--- src/include/sisen_pkg.sv ---
// Purpose: shared constants and types of the sensor interrupt status block
// Assumes: one 100 MHz system clock
// Notes:   offsets are byte register addresses of the serial register port
package sisen_pkg;

	// ****************************************
	// register map
	// ****************************************
	localparam logic [7:0] SISEN_OFF_STATUS1 = 8'h00;
	localparam logic [7:0] SISEN_OFF_STATUS2 = 8'h01;
	localparam logic [7:0] SISEN_OFF_ENABLE1 = 8'h02;
	localparam logic [7:0] SISEN_RST_STATUS1 = 8'h00;
	localparam logic [7:0] SISEN_RST_STATUS2 = 8'h00;
	localparam logic [7:0] SISEN_RST_ENABLE1 = 8'h00;
	localparam logic [7:0] SISEN_EN1_WMASK   = 8'hFE;

	// ****************************************
	// field positions, status 1, enable 1 and status 2
	// ****************************************
	localparam int SISEN_B_AFULL   = 7;
	localparam int SISEN_B_DRDY    = 6;
	localparam int SISEN_B_ALC     = 5;
	localparam int SISEN_B_PROX    = 4;
	localparam int SISEN_B_LEDNC   = 3;
	localparam int SISEN_B_TEMP    = 2;
	localparam int SISEN_B_SUPPLY  = 1;
	localparam int SISEN_B_PWR     = 0;
	localparam int SISEN_B_HASH    = 0;

	// ****************************************
	// timing and proximity
	// ****************************************
	localparam int SISEN_CLK_MHZ        = 100;
	localparam int SISEN_SUPPLY_QUAL_MS = 10;
	localparam int SISEN_SUPPLY_QUAL_CYC =
		SISEN_SUPPLY_QUAL_MS * 1000 * SISEN_CLK_MHZ;
	localparam int SISEN_PROX_SHIFT     = 11;
	localparam logic [3:0] SISEN_RATE_PILOT_8HZ = 4'hF;

	// ****************************************
	// types
	// ****************************************
	typedef enum logic {SISEN_MODE_NORMAL, SISEN_MODE_PROX} sisen_mode_t;

	typedef struct packed {
		logic afull;
		logic data_rdy;
		logic ambient_ovf;
		logic led_nc;
		logic temp_done;
		logic uvlo;
		logic hash_done;
	} sisen_evt_t;

	typedef struct packed {
		logic       rd;
		logic       wr;
		logic [7:0] addr;
		logic [7:0] wdata;
	} sisen_req_t;

endpackage

--- src/rtl/sisen_supply_qual.sv ---
// Purpose: qualifies the digital supply out-of-range level over a delay
// Assumes: monitor level synchronous to the clock
// Notes:   output stays high while the condition persists after qualifying
`timescale 1ns/1ns
module sisen_supply_qual
	import sisen_pkg::*;
#(
	parameter int QUAL_CYC = SISEN_SUPPLY_QUAL_CYC
) (
	// clock and reset
	input  wire logic i_ref_clk,
	input  wire logic i_rst_n,
	input  wire logic i_clk_en,
	// monitor
	input  wire logic i_out_of_range,
	output logic      o_qualified
);

	localparam int CW = $clog2(QUAL_CYC + 1);
	localparam logic [CW-1:0] CNT_MAX = CW'(QUAL_CYC);

	logic [CW-1:0] cnt_q;
	logic [CW-1:0] cnt_d;

	// a glitch shorter than the delay restarts the count
	always_comb begin
		cnt_d = '0;
		if (i_out_of_range) begin
			cnt_d = (cnt_q == CNT_MAX) ? cnt_q : cnt_q + 1'b1; // see RL6
		end
	end

	always_ff @(posedge i_ref_clk) begin
		if (!i_rst_n) begin
			cnt_q <= '0;
		end else if (i_clk_en) begin
			cnt_q <= cnt_d;
		end
	end

	assign o_qualified = i_out_of_range && (cnt_q == CNT_MAX); // see RL6
endmodule // sisen_supply_qual

--- src/rtl/sisen_core.sv ---
// Purpose: interrupt flags, enables and proximity mode of the sensor front
// Assumes: register port comes from the serial interface, one clock
// Notes:   read data is registered one cycle after the read strobe
// Contract
// RL1: at sample end, a noncompliant LED driver sets its flag when enabled
// RL2: LED noncompliance flag is read-only and clears on status read
// RL3: temperature-ready flag sets when a temperature conversion completes
// RL4: temperature-ready clears on temperature result read or status 1 read
// RL5: supply-range flag sets when digital supply is out of window
// RL6: supply detection waits 10 ms and keeps re-setting while out of range
// RL7: supply-range flag is read-only and clears on status 1 read
// RL8: power-ready flag sets on analog undervoltage, never on soft reset
// RL9: power-ready clears on status 1 read or shutdown bit written 1
// RL10: hash-done flag, bit 0 at 0x01, sets when authentication finishes
// RL11: hash-done flag is read-only and clears when its register is read
// RL12: enable register 0x02, bits 7..1 read/write, reset 0, 1 enables
// RL13: proximity mode when first-slot reading is below 2048 times threshold
// RL14: proximity mode samples at 8 Hz, single pilot exposure, pilot current
// RL15: normal mode uses selected sample rate and full programmed sequence
// RL16: with proximity enabled, each mode entry sets the proximity flag
// RL17: proximity disabled forces normal mode, no flag, sequence runs directly
// RL18: status 1 at 0x00 holds eight read-only flags, reset zero
// RL19: almost-full clears on status 1 read or data read when option set
// RL20: ambient overflow sets at cancellation limit, clears on status 1 read
// RL21: interrupt output active while any enabled flag is set
// RL22: host reads status after interrupt, which clears the flags
`timescale 1ns/1ns
module sisen_core
	import sisen_pkg::*;
#(
	parameter int ADC_W    = 19,
	parameter int THR_W    = 8,
	parameter int QUAL_CYC = SISEN_SUPPLY_QUAL_CYC
) (
	// clock and reset
	input  wire logic             i_ref_clk,
	input  wire logic             i_rst_n,
	input  wire logic             i_clk_en,
	// register port
	input  wire sisen_req_t       i_req,
	output logic [7:0]            o_reg_rdata,
	// events from the front end
	input  wire sisen_evt_t       i_evt,
	input  wire logic             i_sample_end,
	input  wire logic             i_soft_reset,
	input  wire logic             i_vdd_out_of_range,
	// side effects of other registers
	input  wire logic             i_temp_result_rd,
	input  wire logic             i_fifo_data_rd,
	input  wire logic             i_clear_on_data_read,
	input  wire logic             i_shutdown_control_wr1,
	// proximity detection
	input  wire logic             i_first_slot_valid,
	input  wire logic [ADC_W-1:0] i_first_slot_data,
	input  wire logic [THR_W-1:0] i_proximity_threshold,
	input  wire logic [3:0]       i_sample_rate_select,
	// outputs
	output logic                  o_irq,
	output logic                  o_prox_mode,
	output logic                  o_pilot_exposure,
	output logic [3:0]            o_rate_sel
);

	localparam int CMP_W = ADC_W + THR_W + SISEN_PROX_SHIFT;

	// ****************************************
	// state
	// ****************************************
	logic [7:0]  stat1_q, stat1_d;
	logic        hash_q, hash_d;
	logic [7:0]  en1_q, en1_d;
	logic [7:0]  rdata_q, rdata_d;
	logic        irq_q, irq_d;
	sisen_mode_t mode_q, mode_d;
	logic [3:0]  rate_q, rate_d;
	logic        prox_q, prox_d;
	logic        pilot_q, pilot_d;
	logic        supply_qual;
	logic        rd_s1, rd_s2, wr_en1;
	logic        data_clr;
	logic        prox_evt;
	logic        below;
	logic [7:0]  set1, clr1;

	sisen_supply_qual #(
		.QUAL_CYC (QUAL_CYC)
	) u_qual (
		.i_ref_clk      (i_ref_clk),
		.i_rst_n        (i_rst_n),
		.i_clk_en       (i_clk_en),
		.i_out_of_range (i_vdd_out_of_range),
		.o_qualified    (supply_qual)
	);

	// ****************************************
	// decode and proximity compare
	// ****************************************
	assign rd_s1  = i_req.rd && (i_req.addr == SISEN_OFF_STATUS1);
	assign rd_s2  = i_req.rd && (i_req.addr == SISEN_OFF_STATUS2);
	assign wr_en1 = i_req.wr && (i_req.addr == SISEN_OFF_ENABLE1);
	assign data_clr = i_fifo_data_rd && i_clear_on_data_read; // see RL19
	// threshold scaled by 2048, compared at a common width
	assign below = CMP_W'(i_first_slot_data) <
		CMP_W'({i_proximity_threshold, {SISEN_PROX_SHIFT{1'b0}}}); // see RL13

	// ****************************************
	// proximity mode
	// ****************************************
	always_comb begin
		mode_d   = mode_q;
		prox_evt = 1'b0;
		if (!en1_q[SISEN_B_PROX]) begin
			mode_d = SISEN_MODE_NORMAL; // see RL17
		end else if (i_first_slot_valid) begin
			mode_d = below ? SISEN_MODE_PROX : SISEN_MODE_NORMAL; // see RL13
			prox_evt = (mode_d != mode_q); // see RL16
		end
		case (mode_d)
			SISEN_MODE_PROX:   rate_d = SISEN_RATE_PILOT_8HZ; // see RL14
			SISEN_MODE_NORMAL: rate_d = i_sample_rate_select; // see RL15
			default:           rate_d = i_sample_rate_select;
		endcase
		// mode outputs come from their own flops, not from a compare
		prox_d  = (mode_d == SISEN_MODE_PROX); // see RL13
		pilot_d = (mode_d == SISEN_MODE_PROX); // see RL14
	end

	// ****************************************
	// flags, enables, read data
	// ****************************************
	always_comb begin
		set1 = '0;
		clr1 = '0;
		set1[SISEN_B_AFULL]  = i_evt.afull;
		set1[SISEN_B_DRDY]   = i_evt.data_rdy;
		set1[SISEN_B_ALC]    = i_evt.ambient_ovf; // see RL20
		set1[SISEN_B_PROX]   = prox_evt; // see RL16
		set1[SISEN_B_LEDNC]  = i_sample_end && i_evt.led_nc
			&& en1_q[SISEN_B_LEDNC]; // see RL1
		set1[SISEN_B_TEMP]   = i_evt.temp_done; // see RL3
		set1[SISEN_B_SUPPLY] = supply_qual; // see RL5
		// soft reset is not an undervoltage
		set1[SISEN_B_PWR]    = i_evt.uvlo && !i_soft_reset; // see RL8
		if (rd_s1) begin // see RL7
			clr1 = 8'hFF; // see RL18
		end
		clr1[SISEN_B_AFULL] = clr1[SISEN_B_AFULL] || data_clr; // see RL19
		clr1[SISEN_B_DRDY]  = clr1[SISEN_B_DRDY] || data_clr;
		clr1[SISEN_B_TEMP]  = clr1[SISEN_B_TEMP] || i_temp_result_rd; // see RL4
		clr1[SISEN_B_PWR]   = clr1[SISEN_B_PWR]
			|| i_shutdown_control_wr1; // see RL9
		// an event in the clearing cycle survives the clear
		stat1_d = (stat1_q & ~clr1) | set1; // see RL2
		hash_d  = (hash_q && !rd_s2) || i_evt.hash_done; // see RL10
		en1_d   = wr_en1 ? (i_req.wdata & SISEN_EN1_WMASK) : en1_q; // see RL12
		rdata_d = rdata_q;
		if (i_req.rd) begin
			case (i_req.addr)
				SISEN_OFF_STATUS1: rdata_d = stat1_q;
				SISEN_OFF_STATUS2: rdata_d = {7'h00, hash_q}; // see RL11
				SISEN_OFF_ENABLE1: rdata_d = en1_q;
				default:           rdata_d = 8'h00;
			endcase
		end
		// power-ready has no enable bit and never raises the output
		irq_d = |(stat1_d & en1_d); // see RL21
	end

	always_ff @(posedge i_ref_clk) begin
		if (!i_rst_n) begin
			stat1_q <= SISEN_RST_STATUS1;
			hash_q  <= SISEN_RST_STATUS2[SISEN_B_HASH];
			en1_q   <= SISEN_RST_ENABLE1;
			rdata_q <= 8'h00;
			irq_q   <= 1'b0;
			mode_q  <= SISEN_MODE_NORMAL;
			rate_q  <= 4'h0;
			prox_q  <= 1'b0;
			pilot_q <= 1'b0;
		end else if (i_clk_en) begin
			stat1_q <= stat1_d;
			hash_q  <= hash_d;
			en1_q   <= en1_d;
			rdata_q <= rdata_d;
			irq_q   <= irq_d;
			mode_q  <= mode_d;
			rate_q  <= rate_d;
			prox_q  <= prox_d;
			pilot_q <= pilot_d;
		end
	end

	assign o_reg_rdata      = rdata_q;
	assign o_irq            = irq_q;
	assign o_prox_mode      = prox_q;
	assign o_pilot_exposure = pilot_q; // see RL14
	assign o_rate_sel       = rate_q;
endmodule // sisen_core

--- config.mk ---
export PLATFORM = sky130hd
export DESIGN_NAME = sisen_core
export DESIGN_NICKNAME = d
export VERILOG_FILES = /design/src/include/sisen_pkg.sv /design/src/rtl/sisen_supply_qual.sv /design/src/rtl/sisen_core.sv
export SDC_FILE = /design/constraint.sdc
export NUM_CORES = 1
export LEC_CHECK = 0
export BUFFER_PORTS_ARGS = -buffer_cell sky130_fd_sc_hd__buf_2
export CORE_MARGIN = 2
export CORE_UTILIZATION = 52
export CTS_CLUSTER_DIAMETER = 50
export CTS_CLUSTER_SIZE = 30
export DETAILED_ROUTE_END_ITERATION = 6
export MAX_ROUTING_LAYER = met4
export PLACE_DENSITY = 0.92
export SLEW_MARGIN = 25
export SYNTH_ARGS = -nofsm -noshare
export SYNTH_HDL_FRONTEND = slang
export SYNTH_SLANG_ARGS = --single-unit
--- constraint.sdc ---
create_clock -name i_ref_clk -period 2.3 [get_ports i_ref_clk]
set_clock_uncertainty 0.05 [all_clocks]
set_input_delay 0.23 -clock i_ref_clk [delete_from_list [all_inputs] [get_ports i_ref_clk]]
set_output_delay 0.23 -clock i_ref_clk [all_outputs]
set_load 0.01 [all_outputs]
# Yosys cells after proc, flatten, opt, wreduce, memory -nomap -nowiden
# Index checks and enable logic that the tools add are counted.
[word_totals]
register_bits = 51
input_bits = 67
word_cells = 51
[classes]
addsub = 1
magnitude_cmp = 1
n_eq_ne = 5
mux = 11
bitwise_logic = 5
n_reduce_logical = 20
[ops]
columns = ["op", "count"]
rows = [
  ["$mux W20", 2],
  ["$pmux W8 S3", 1],
  ["$add A20 B1 Y20 const B", 1],
  ["$eq A20 B20 Y1 const B", 1],
  ["$lt A19 B19 Y1", 1],
  ["$and A8 B8 Y8", 2],
  ["$mux W8", 2],
  ["$logic_and A1 B1 Y1", 9],
  ["$eq A8 B1 Y1 const B", 1],
  ["$eq A8 B2 Y1 const B", 1],
  ["$logic_not A8 Y1", 1],
  ["$not A8 Y8", 1],
  ["$or A8 B8 Y8", 1],
  ["$pmux W4 S2", 1],
  ["$reduce_or A8 Y1", 1],
  ["$logic_or A1 B1 Y1", 5],
  ["$mux W1", 5],
  ["$reduce_and A2 Y1", 2],
  ["$logic_not A1 Y1", 2],
  ["$ne A2 B2 Y1 const B", 1],
  ["$ne A1 B1 Y1", 1],
  ["$not A1 Y1", 1],
]

# Logic depth before layout (Yosys ltp)
# Gate-level depths: netlist of run 1.
[depth]
ltp_word = 9
depth_mapped = 8

# Cells and area by module
# Synthesis of run 1 repeated with hierarchy kept, for this count alone.
[unflattened]
cells_unflattened = 352
hier_area_um2 = 3044.2
[by_module_without_submodules]
columns = ["module", "instances", "cells_per_inst", "area_per_inst_um2", "seq_area_each_um2"]
rows = [
  ["sisen_core", 1, 199, 1742.9, 620.6],
  ["sisen_supply_qual", 1, 153, 1301.2, 400.4],
]

# Least setup slack after synthesis of run 1
# No wires, ideal clock.
[synth_timing]
path_type = "in2reg"
start = "input port i_proximity_threshold[6]"
end = "register rate_q[0], in the netlist o_rate_sel[0]"
arrival_ns = 1.749
t_required_ns = 2.191
path_slack_ns = 0.443
stages = 8
path_buffers = 0
path_cell_list = "inv_1 ha_1 a21o_1 a221o_1 a21oi_1 mux2i_1 o21ai_1 o221a_2"
[synth_via]
elab_chain_len = 6
[synth_rtl]
columns = ["item", "line_no", "rtl"]
rows = [
  ["start, declared", "sisen_core.sv:55", "input wire logic [THR_W-1:0] i_proximity_threshold,"],
  ["$lt A19 B19 Y1 *", "sisen_core.sv:103", "assign below = CMP_W'(i_first_slot_data) <"],
  ["$mux W1 *", "sisen_core.sv:115", "mode_d = below ? SISEN_MODE_PROX : SISEN_MODE_NORMAL;"],
  ["$mux W1 *", "sisen_core.sv:114", "end else if (i_first_slot_valid) begin"],
  ["$mux W1 *", "sisen_core.sv:112", "if (!en1_q[SISEN_B_PROX]) begin"],
  ["$not A1 Y1", "sisen_core.sv:118", "case (mode_d)"],
  ["$pmux W4 S2 *", "sisen_core.sv:118", ""],
  ["end signal, assigned", "sisen_core.sv:187", "rate_q <= rate_d;"],
  ["end, declared", "sisen_core.sv:75", "logic [3:0] rate_q, rate_d;"],
]
# Mark *: on every way between the ends. The rest lies on a longest branch, timed or not.
# A chain may end at the register's enable or synchronous reset.

# Final worst setup path of run 1
[layout_timing]
start = "register u_qual.cnt_q[0]"
end = "register irq_q, in the netlist o_irq"
[layout_via]
elab_chain_len = 5
[layout_rtl]
columns = ["item", "line_no", "rtl"]
rows = [
  ["start, declared", "sisen_supply_qual.sv:22", "logic [CW-1:0] cnt_q;"],
  ["start signal, assigned", "sisen_supply_qual.sv:37", "cnt_q <= cnt_d;"],
  ["$eq A20 B20 Y1", "sisen_supply_qual.sv:41", "assign o_qualified = i_out_of_range && (cnt_q == CNT_MAX);"],
  ["$logic_and A1 B1 Y1", "sisen_supply_qual.sv:41", ""],
  ["$or A8 B8 Y8", "sisen_core.sv:153", "stat1_d = (stat1_q & ~clr1) | set1;"],
  ["$and A8 B8 Y8", "sisen_core.sv:166", "irq_d = |(stat1_d & en1_d);"],
  ["$reduce_or A8 Y1", "sisen_core.sv:166", ""],
  ["end signal, assigned", "sisen_core.sv:185", "irq_q <= irq_d;"],
  ["end, declared", "sisen_core.sv:73", "logic irq_q, irq_d;"],
]
# No other way between the ends.

==> impl_metrics.tcl, run 1 <==
set metrics [dict create \
    outcome "complete, no violations" \
    power.total_mw 1.76 \
    hold_buffers 0 \
    route.met2.wl_microns 3250 \
    synth.ff_latch_count 51 \
    final_nets 451 \
    maxCapViolCount 0 \
    avgViaCountPerCell 5.52 \
    dr.first_iter.drc_count 141 \
    period_minus_slack_ns 2.09 \
    synth_area_per_cell_sq_um 8.87 \
    wl_met1_microns 2770 \
    dr_wl_met3_microns 275 \
    place_congestion 0.921 \
    syn_nets 386 \
    dp_cells 438 \
    dr.max_layer_used "met4" \
    tightest_slew_ns 0.537 \
    h-tree-depth 2 \
    cp_max_fo 4 \
    drc 0 \
    synth_flop_cell "dfxtp_1" \
    fin_crit_sh_pct 90.9 \
    drt_wl_total_microns 6460 \
    cts.sinks 51 \
    synth_cells 310 \
    post_drt_wl_per_cell_microns 14.5 \
    via_count 2463 \
    cts-root-buf "clkbuf_8" \
    synth.yosys.seq_area_share_pct 37.1 \
    ios 82 \
    synth_cell_type_count 51 \
    layout-drive-gt1-share_pct 24.7 \
    antenna_found_initial 0 \
    synth-edff-count 0 \
    row_count 26 \
    fp.coreArea_sq_mm 0.00511 \
    cp.arrival_ns 2.28 \
    endpoint_kind "flop" \
    layoutNonFillerInstCount 446 \
    dp_hpwl_microns 4860 \
    crit_type "reg2reg" \
    max-slew-margin-rel_pct 64.1 \
    cts_buffer_depth 2 \
    grt_pass1_vias 2493 \
    hold_class "in2reg" \
    rsz0062_at_grt "no" \
    crit_required_ns 2.48 \
    cellLeakagePower_nw 1.46 \
    syn_area_sq_mm 0.00275 \
    ir_drop_mv 0.363 \
    die_w_microns 76.7 \
    cts_tree "done" \
    hold_slack_ns 0.111 \
    ant_nets 0 \
    numCtsBuffers 5 \
    async_reset_ff_share_pct 0 \
    overflow 0 \
    cts_resized 0 \
    setup_viol 0 \
    finalHoldViolations 0 \
    antenna_cells 0 \
    cts_setup_buffers 0 \
    cp-start-kind "flop" \
    max_freq_ghz 0.478 \
    clk_latency_ns 0.31 \
    pwr_density_cell_mw_per_mm2 540 \
    fill_cells 431 \
    grtUsageTotal_pct 23.2 \
    yosysWarnings 0 \
    drv_slew 0 \
    grt_max_degree 35 \
    cts.clk_slew.worst_paths_ns 0.09 \
    first_pass_iters 4 \
    area_growth_pct 18.3 \
    numPortBuffers 69 \
    setup_tns_ns 0 \
    grt_pass1_wl_microns 10900 \
    die_area_sq_mm 0.00589 \
    start_util_pct 53.8 \
    fp.dieH_microns 76.7 \
]
==> worst paths after layout <==
path / from / to / slack [ns] / cells after the start
max: u_qual.cnt_q[0] / o_irq / 0.21 / 8
min: i_evt[0] / hash_q / 0.11 / 3
max reg2reg: u_qual.cnt_q[0] / o_irq / 0.21 / 8
min reg2reg: hash_q / hash_q / 0.44 / 2
==> routing by layer <==
metal / vias up / GRT usage (%)
met3: 18 / 3.88
met4: 0 / 9.82
met1: 1145 / 26.5
li1: 1232 / -
met2: 68 / 40.2
met5: - / -
==> final cells by class <==
cell class	count	area (sq um)	area share, %
clock inverter	2	35.0	1.08
sequential	51	1020	31.4
multi-input combinational	231	1610	49.5
inverter	15	56.3	1.73
timing repair buffer	71	360	11.1
clock buffer	6	82.6	2.54
tap	70	87.6	2.69
==> cell families after synthesis <==
| family | share of synthesized area, % |
|---|---|
| and+or+nand+nor | 24.8 |
| adders and majority gates | 4.09 |
| buffers and inverters | 4.32 |
| AOI/OAI and AO/OA | 17.3 |
| muxes | 6.92 |
| xor gates and xnor gates | 5.41 |
| DFF | 37.1 |
==> cell usage in the layout, fill, tap and decap left out, drive strengths merged, types with 4 or more instances in the layout <==
cell type  count
xor2          11
mux2i         19
o221a          4
clkbuf         6
o21ai         13
nand4          9
nor2          24
nand2         22
a21oi         17
and3           8
inv           15
ha             9
buf           71
dfxtp         51
a21o           7
a22oi          7
nand3          4
nor3          10
and2           5
xnor2          6
nor2b         22
==> state kept, by name, indices dropped and copies added (netlist names) <==
register	cells
en1_q	8
o_rate_sel	4
hash_q	1
o_irq	1
stat1_q	8
o_reg_rdata	8
o_pilot_exposure	1
u_qual.cnt_q	20
==> synthesized netlist by cell type (5+ instances only) <==
cell | count | area (sq um)
dfxtp_1 | 51 | 1020
nor2_1 | 24 | 90.1
nand2_1 | 22 | 82.6
nor2b_1 | 22 | 138
mux2i_1 | 19 | 190
a21oi_1 | 17 | 85.1
inv_1 | 15 | 56.3
o21ai_0 | 11 | 55.1
xor2_1 | 11 | 96.3
ha_1 | 9 | 113
nor3_1 | 9 | 45.0
and3_1 | 8 | 50.1
nand4_1 | 8 | 50.1
a21o_1 | 7 | 52.6
a22oi_1 | 7 | 52.6
clkbuf_1 | 7 | 26.3
xnor2_1 | 6 | 52.6
and2_1 | 5 | 31.3
==> power breakdown <==
part           leakage (nW)  switching, mW  internal (mW)
sequential            0.414         0.0125          0.898
combinational         0.983          0.102         0.0948
clock                0.0612          0.297          0.352
==> worst max-delay path: stages (launching register included) <==
cell and delay, ns:
dfxtp_1 0.35, inv_1 0.10, ha_1 0.15, and4b_1 0.20, nand4_1 0.18, nor4_2 0.44, o21ai_0 0.17, a21o_1 0.20
o221ai_1 0.17
==> metrics by stage <==
stage | cell area [sq um] | worst slack, ns | utilization [%]
finish | 3250 | 0.208 | 63.7
global route | 3250 | 0.0137 | 63.7
CTS | 3250 | 0.212 | 63.7
detailed placement | 3140 | 0.212 | 61.4
global placement | 3140 | 0.242 | 61.4
floorplan | 2750 | 0.443 | -
Power figures use the tool's default switching activity.
==> run 2, diff against run 1 <==
- CORE_UTILIZATION: 52 -> 53
- SETUP_SLACK_MARGIN: default -> 0.3
- SYNTH_HIERARCHICAL: default -> 1
==> run 2 against run 1 <==
Final area increased by 10%; wire length increased by 13%; sequential power about the same; largest cell class unchanged; largest power group unchanged.
==> impl_metrics.tcl, run 2 <==
set metrics [dict create \
    outcome "complete, no violations" \
    via_count 2868 \
    dr.first_iter.drc_count 258 \
    grt_max_degree 34 \
    die_w_microns 79.8 \
    cts.sinks 51 \
    crit_slowest_cell "or4_4" \
    crit_type "in2reg" \
    hold_buffers 0 \
    max_freq_ghz 0.507 \
    ir_drop_mv 0.349 \
    tightest_slew_ns 0.534 \
    crit_top_cell "or4_4" \
    finish.instance_area_sq_mm 0.00359 \
    synth_cells 352 \
    cellLeakagePower_nw 1.46 \
    die_area_sq_mm 0.00637 \
    cp-start-kind "primary input" \
    place_congestion 0.885 \
    ant_nets 0 \
    hold_class "in2reg" \
    synth_area_leaders "dfxtp_1 (34%), nand2_1 (6.5%), mux2i_1 (4.9%)" \
    crit_required_ns 2.44 \
    antenna_cells 0 \
    period_minus_slack_ns 1.97 \
    fp.coreArea_sq_mm 0.00554 \
    post_drt_wl_per_cell_microns 14.7 \
    synth_top_area_share_pct 33.5 \
    avgViaCountPerCell 5.79 \
    drc 0 \
    cts-root-buf "clkbuf_8" \
    max-slew-margin-rel_pct 64.4 \
    h-tree-depth 2 \
    maxCapViolCount 0 \
    synth_flop_cell "dfxtp_1" \
    layout_commonest_cell "buf_2" \
    final_nets 498 \
    fin_crit_sh_pct 85.8 \
    antenna_found_initial 0 \
    area_growth_pct 18.0 \
    setup_ws_ns 0.327 \
    cts.clk_slew.worst_paths_ns 0.10 \
    async_reset_ff_share_pct 0 \
    layout-drive-gt1-share_pct 29.6 \
    grt_pass1_wl_microns 12000 \
    start_util_pct 54.9 \
    fp.dieH_microns 79.8 \
    synth_area_per_cell_sq_um 8.65 \
    cp.arrival_ns 2.12 \
    rsz0062_at_grt "yes" \
    numCtsBuffers 5 \
    dpl_cell_area_sq_mm 0.00340 \
    clk_latency_ns 0.31 \
    dp_hpwl_microns 5230 \
    cts_buffer_depth 2 \
    row_count 27 \
    cts_tree "done" \
    hold_slack_ns 0.132 \
    numPortBuffers 69 \
    synth-edff-count 0 \
    yosysWarnings 6 \
    syn_area_sq_mm 0.00304 \
    synth_most_common_cell "nand2_1" \
    drt_wl_total_microns 7280 \
    synth.top_cells.by_count "nand2_1 (53), dfxtp_1 (51), inv_1 (21), a21oi_1 (19)" \
    ios 82 \
    yosys.area.top_type "dfxtp_1" \
    overflow 0 \
    pwr_density_cell_mw_per_mm2 527 \
    first_pass_iters 4 \
    setup_viol 0 \
    most-common-layout-cells "buf_2 (69), nand2_1 (53), dfxtp_1 (51)" \
    setup_tns_ns 0 \
    endpoint_kind "flop" \
    top_register "u_qual/cnt_q" \
    cpPeakStageDelay_ns 0.60 \
    grt_pass1_vias 2666 \
    cp_max_fo 9 \
    largest_reg_flops 20 \
    finalHoldViolations 0 \
    synth.ff_latch_count 51 \
    drv_slew 0 \
    grtUsageTotal_pct 23.9 \
    synth.yosys.seq_area_share_pct 33.5 \
    syn_nets 428 \
    place_ws_ns 0.00359 \
    synth_cell_type_count 59 \
    path_cells "buf_2 -> or4_4 -> or4_4 -> a31oi_4 -> o22ai_1 -> nor4_2 -> o211ai_1" \
]
[run 2: changes by cell type after synthesis, sizes merged, moves of 8 or more]
cell   delta
nand2    +31
or3b      +8
nor2     -16
nor2b    -18
nand3    +13
xor2     -10
o22ai    +17
[run 2: area by class of cell]
type | count | area, sq um
Inverter | 21 | 78.8
Tap cell | 72 | 90.1
Multi-Input combinational cell | 258 | 1790
Sequential cell | 51 | 1020
Clock buffer | 5 | 68.8
Fill cell | 448 | 1950
Clock inverter | 3 | 67.6
Timing Repair Buffer | 85 | 478
[run 2: routing by layer]
metal	global-route usage [%]	routed length, microns
met1	29.7	3180
met2	39.9	3640
met3	3.96	415
met4	7.46	43
met5	-	0
[run 2: path summary, 6_finish.rpt]
path                         from                to  slack, ns  depth (start not counted)
setup / recovery        i_req[11]             o_irq       0.33                          7
hold / removal           i_evt[6]        stat1_q[7]       0.13                          3
setup reg to reg  u_qual/cnt_q[0]  u_qual/cnt_q[14]       0.34                          6
hold reg to reg    o_reg_rdata[0]    o_reg_rdata[0]       0.42                          2
[run 2: repair_timing]
action / CTS / global route
gates resized for setup: 2 / 2
endpoints found under the setup margin: 3 / 5
pin swaps: 0 / 2
buffers inserted: 0 / 4
gates cloned: 0 / 0
[run 2: power by group]
group,total [mW],internal [mW],switching (mW)
Combinational,0.234,0.109,0.125
Clock,0.744,0.434,0.310
Sequential,0.914,0.899,0.0144
[run 2: through the flow]
stage               total power [mW]  util, %  cells
detailed placement              1.16     61.4    483
global placement                1.15     61.4    483
CTS                             1.90     64.0    491
global route                    1.96     64.8    495
floorplan                       1.08        -    352
finish                          1.89     64.8    495
[run 2: cells by family after synthesis]
kind of cell | after synthesis | synth area share (%)
flops | 51 | 33.5
compound gates | 91 | 21.4
xor+xnor | 1 | 0.288
buf+inv | 43 | 8.55
mux | 16 | 5.30
simple gates | 141 | 27.3
fa+ha+maj | 9 | 3.70
[run 2: worst max-delay path, delay by kind of cell]
kind,cells,cell delay [ns]
AOI/OAI and AO/OA,3,0.41
buffers and inverters,1,0.09
and+or+nand+nor,3,1.38
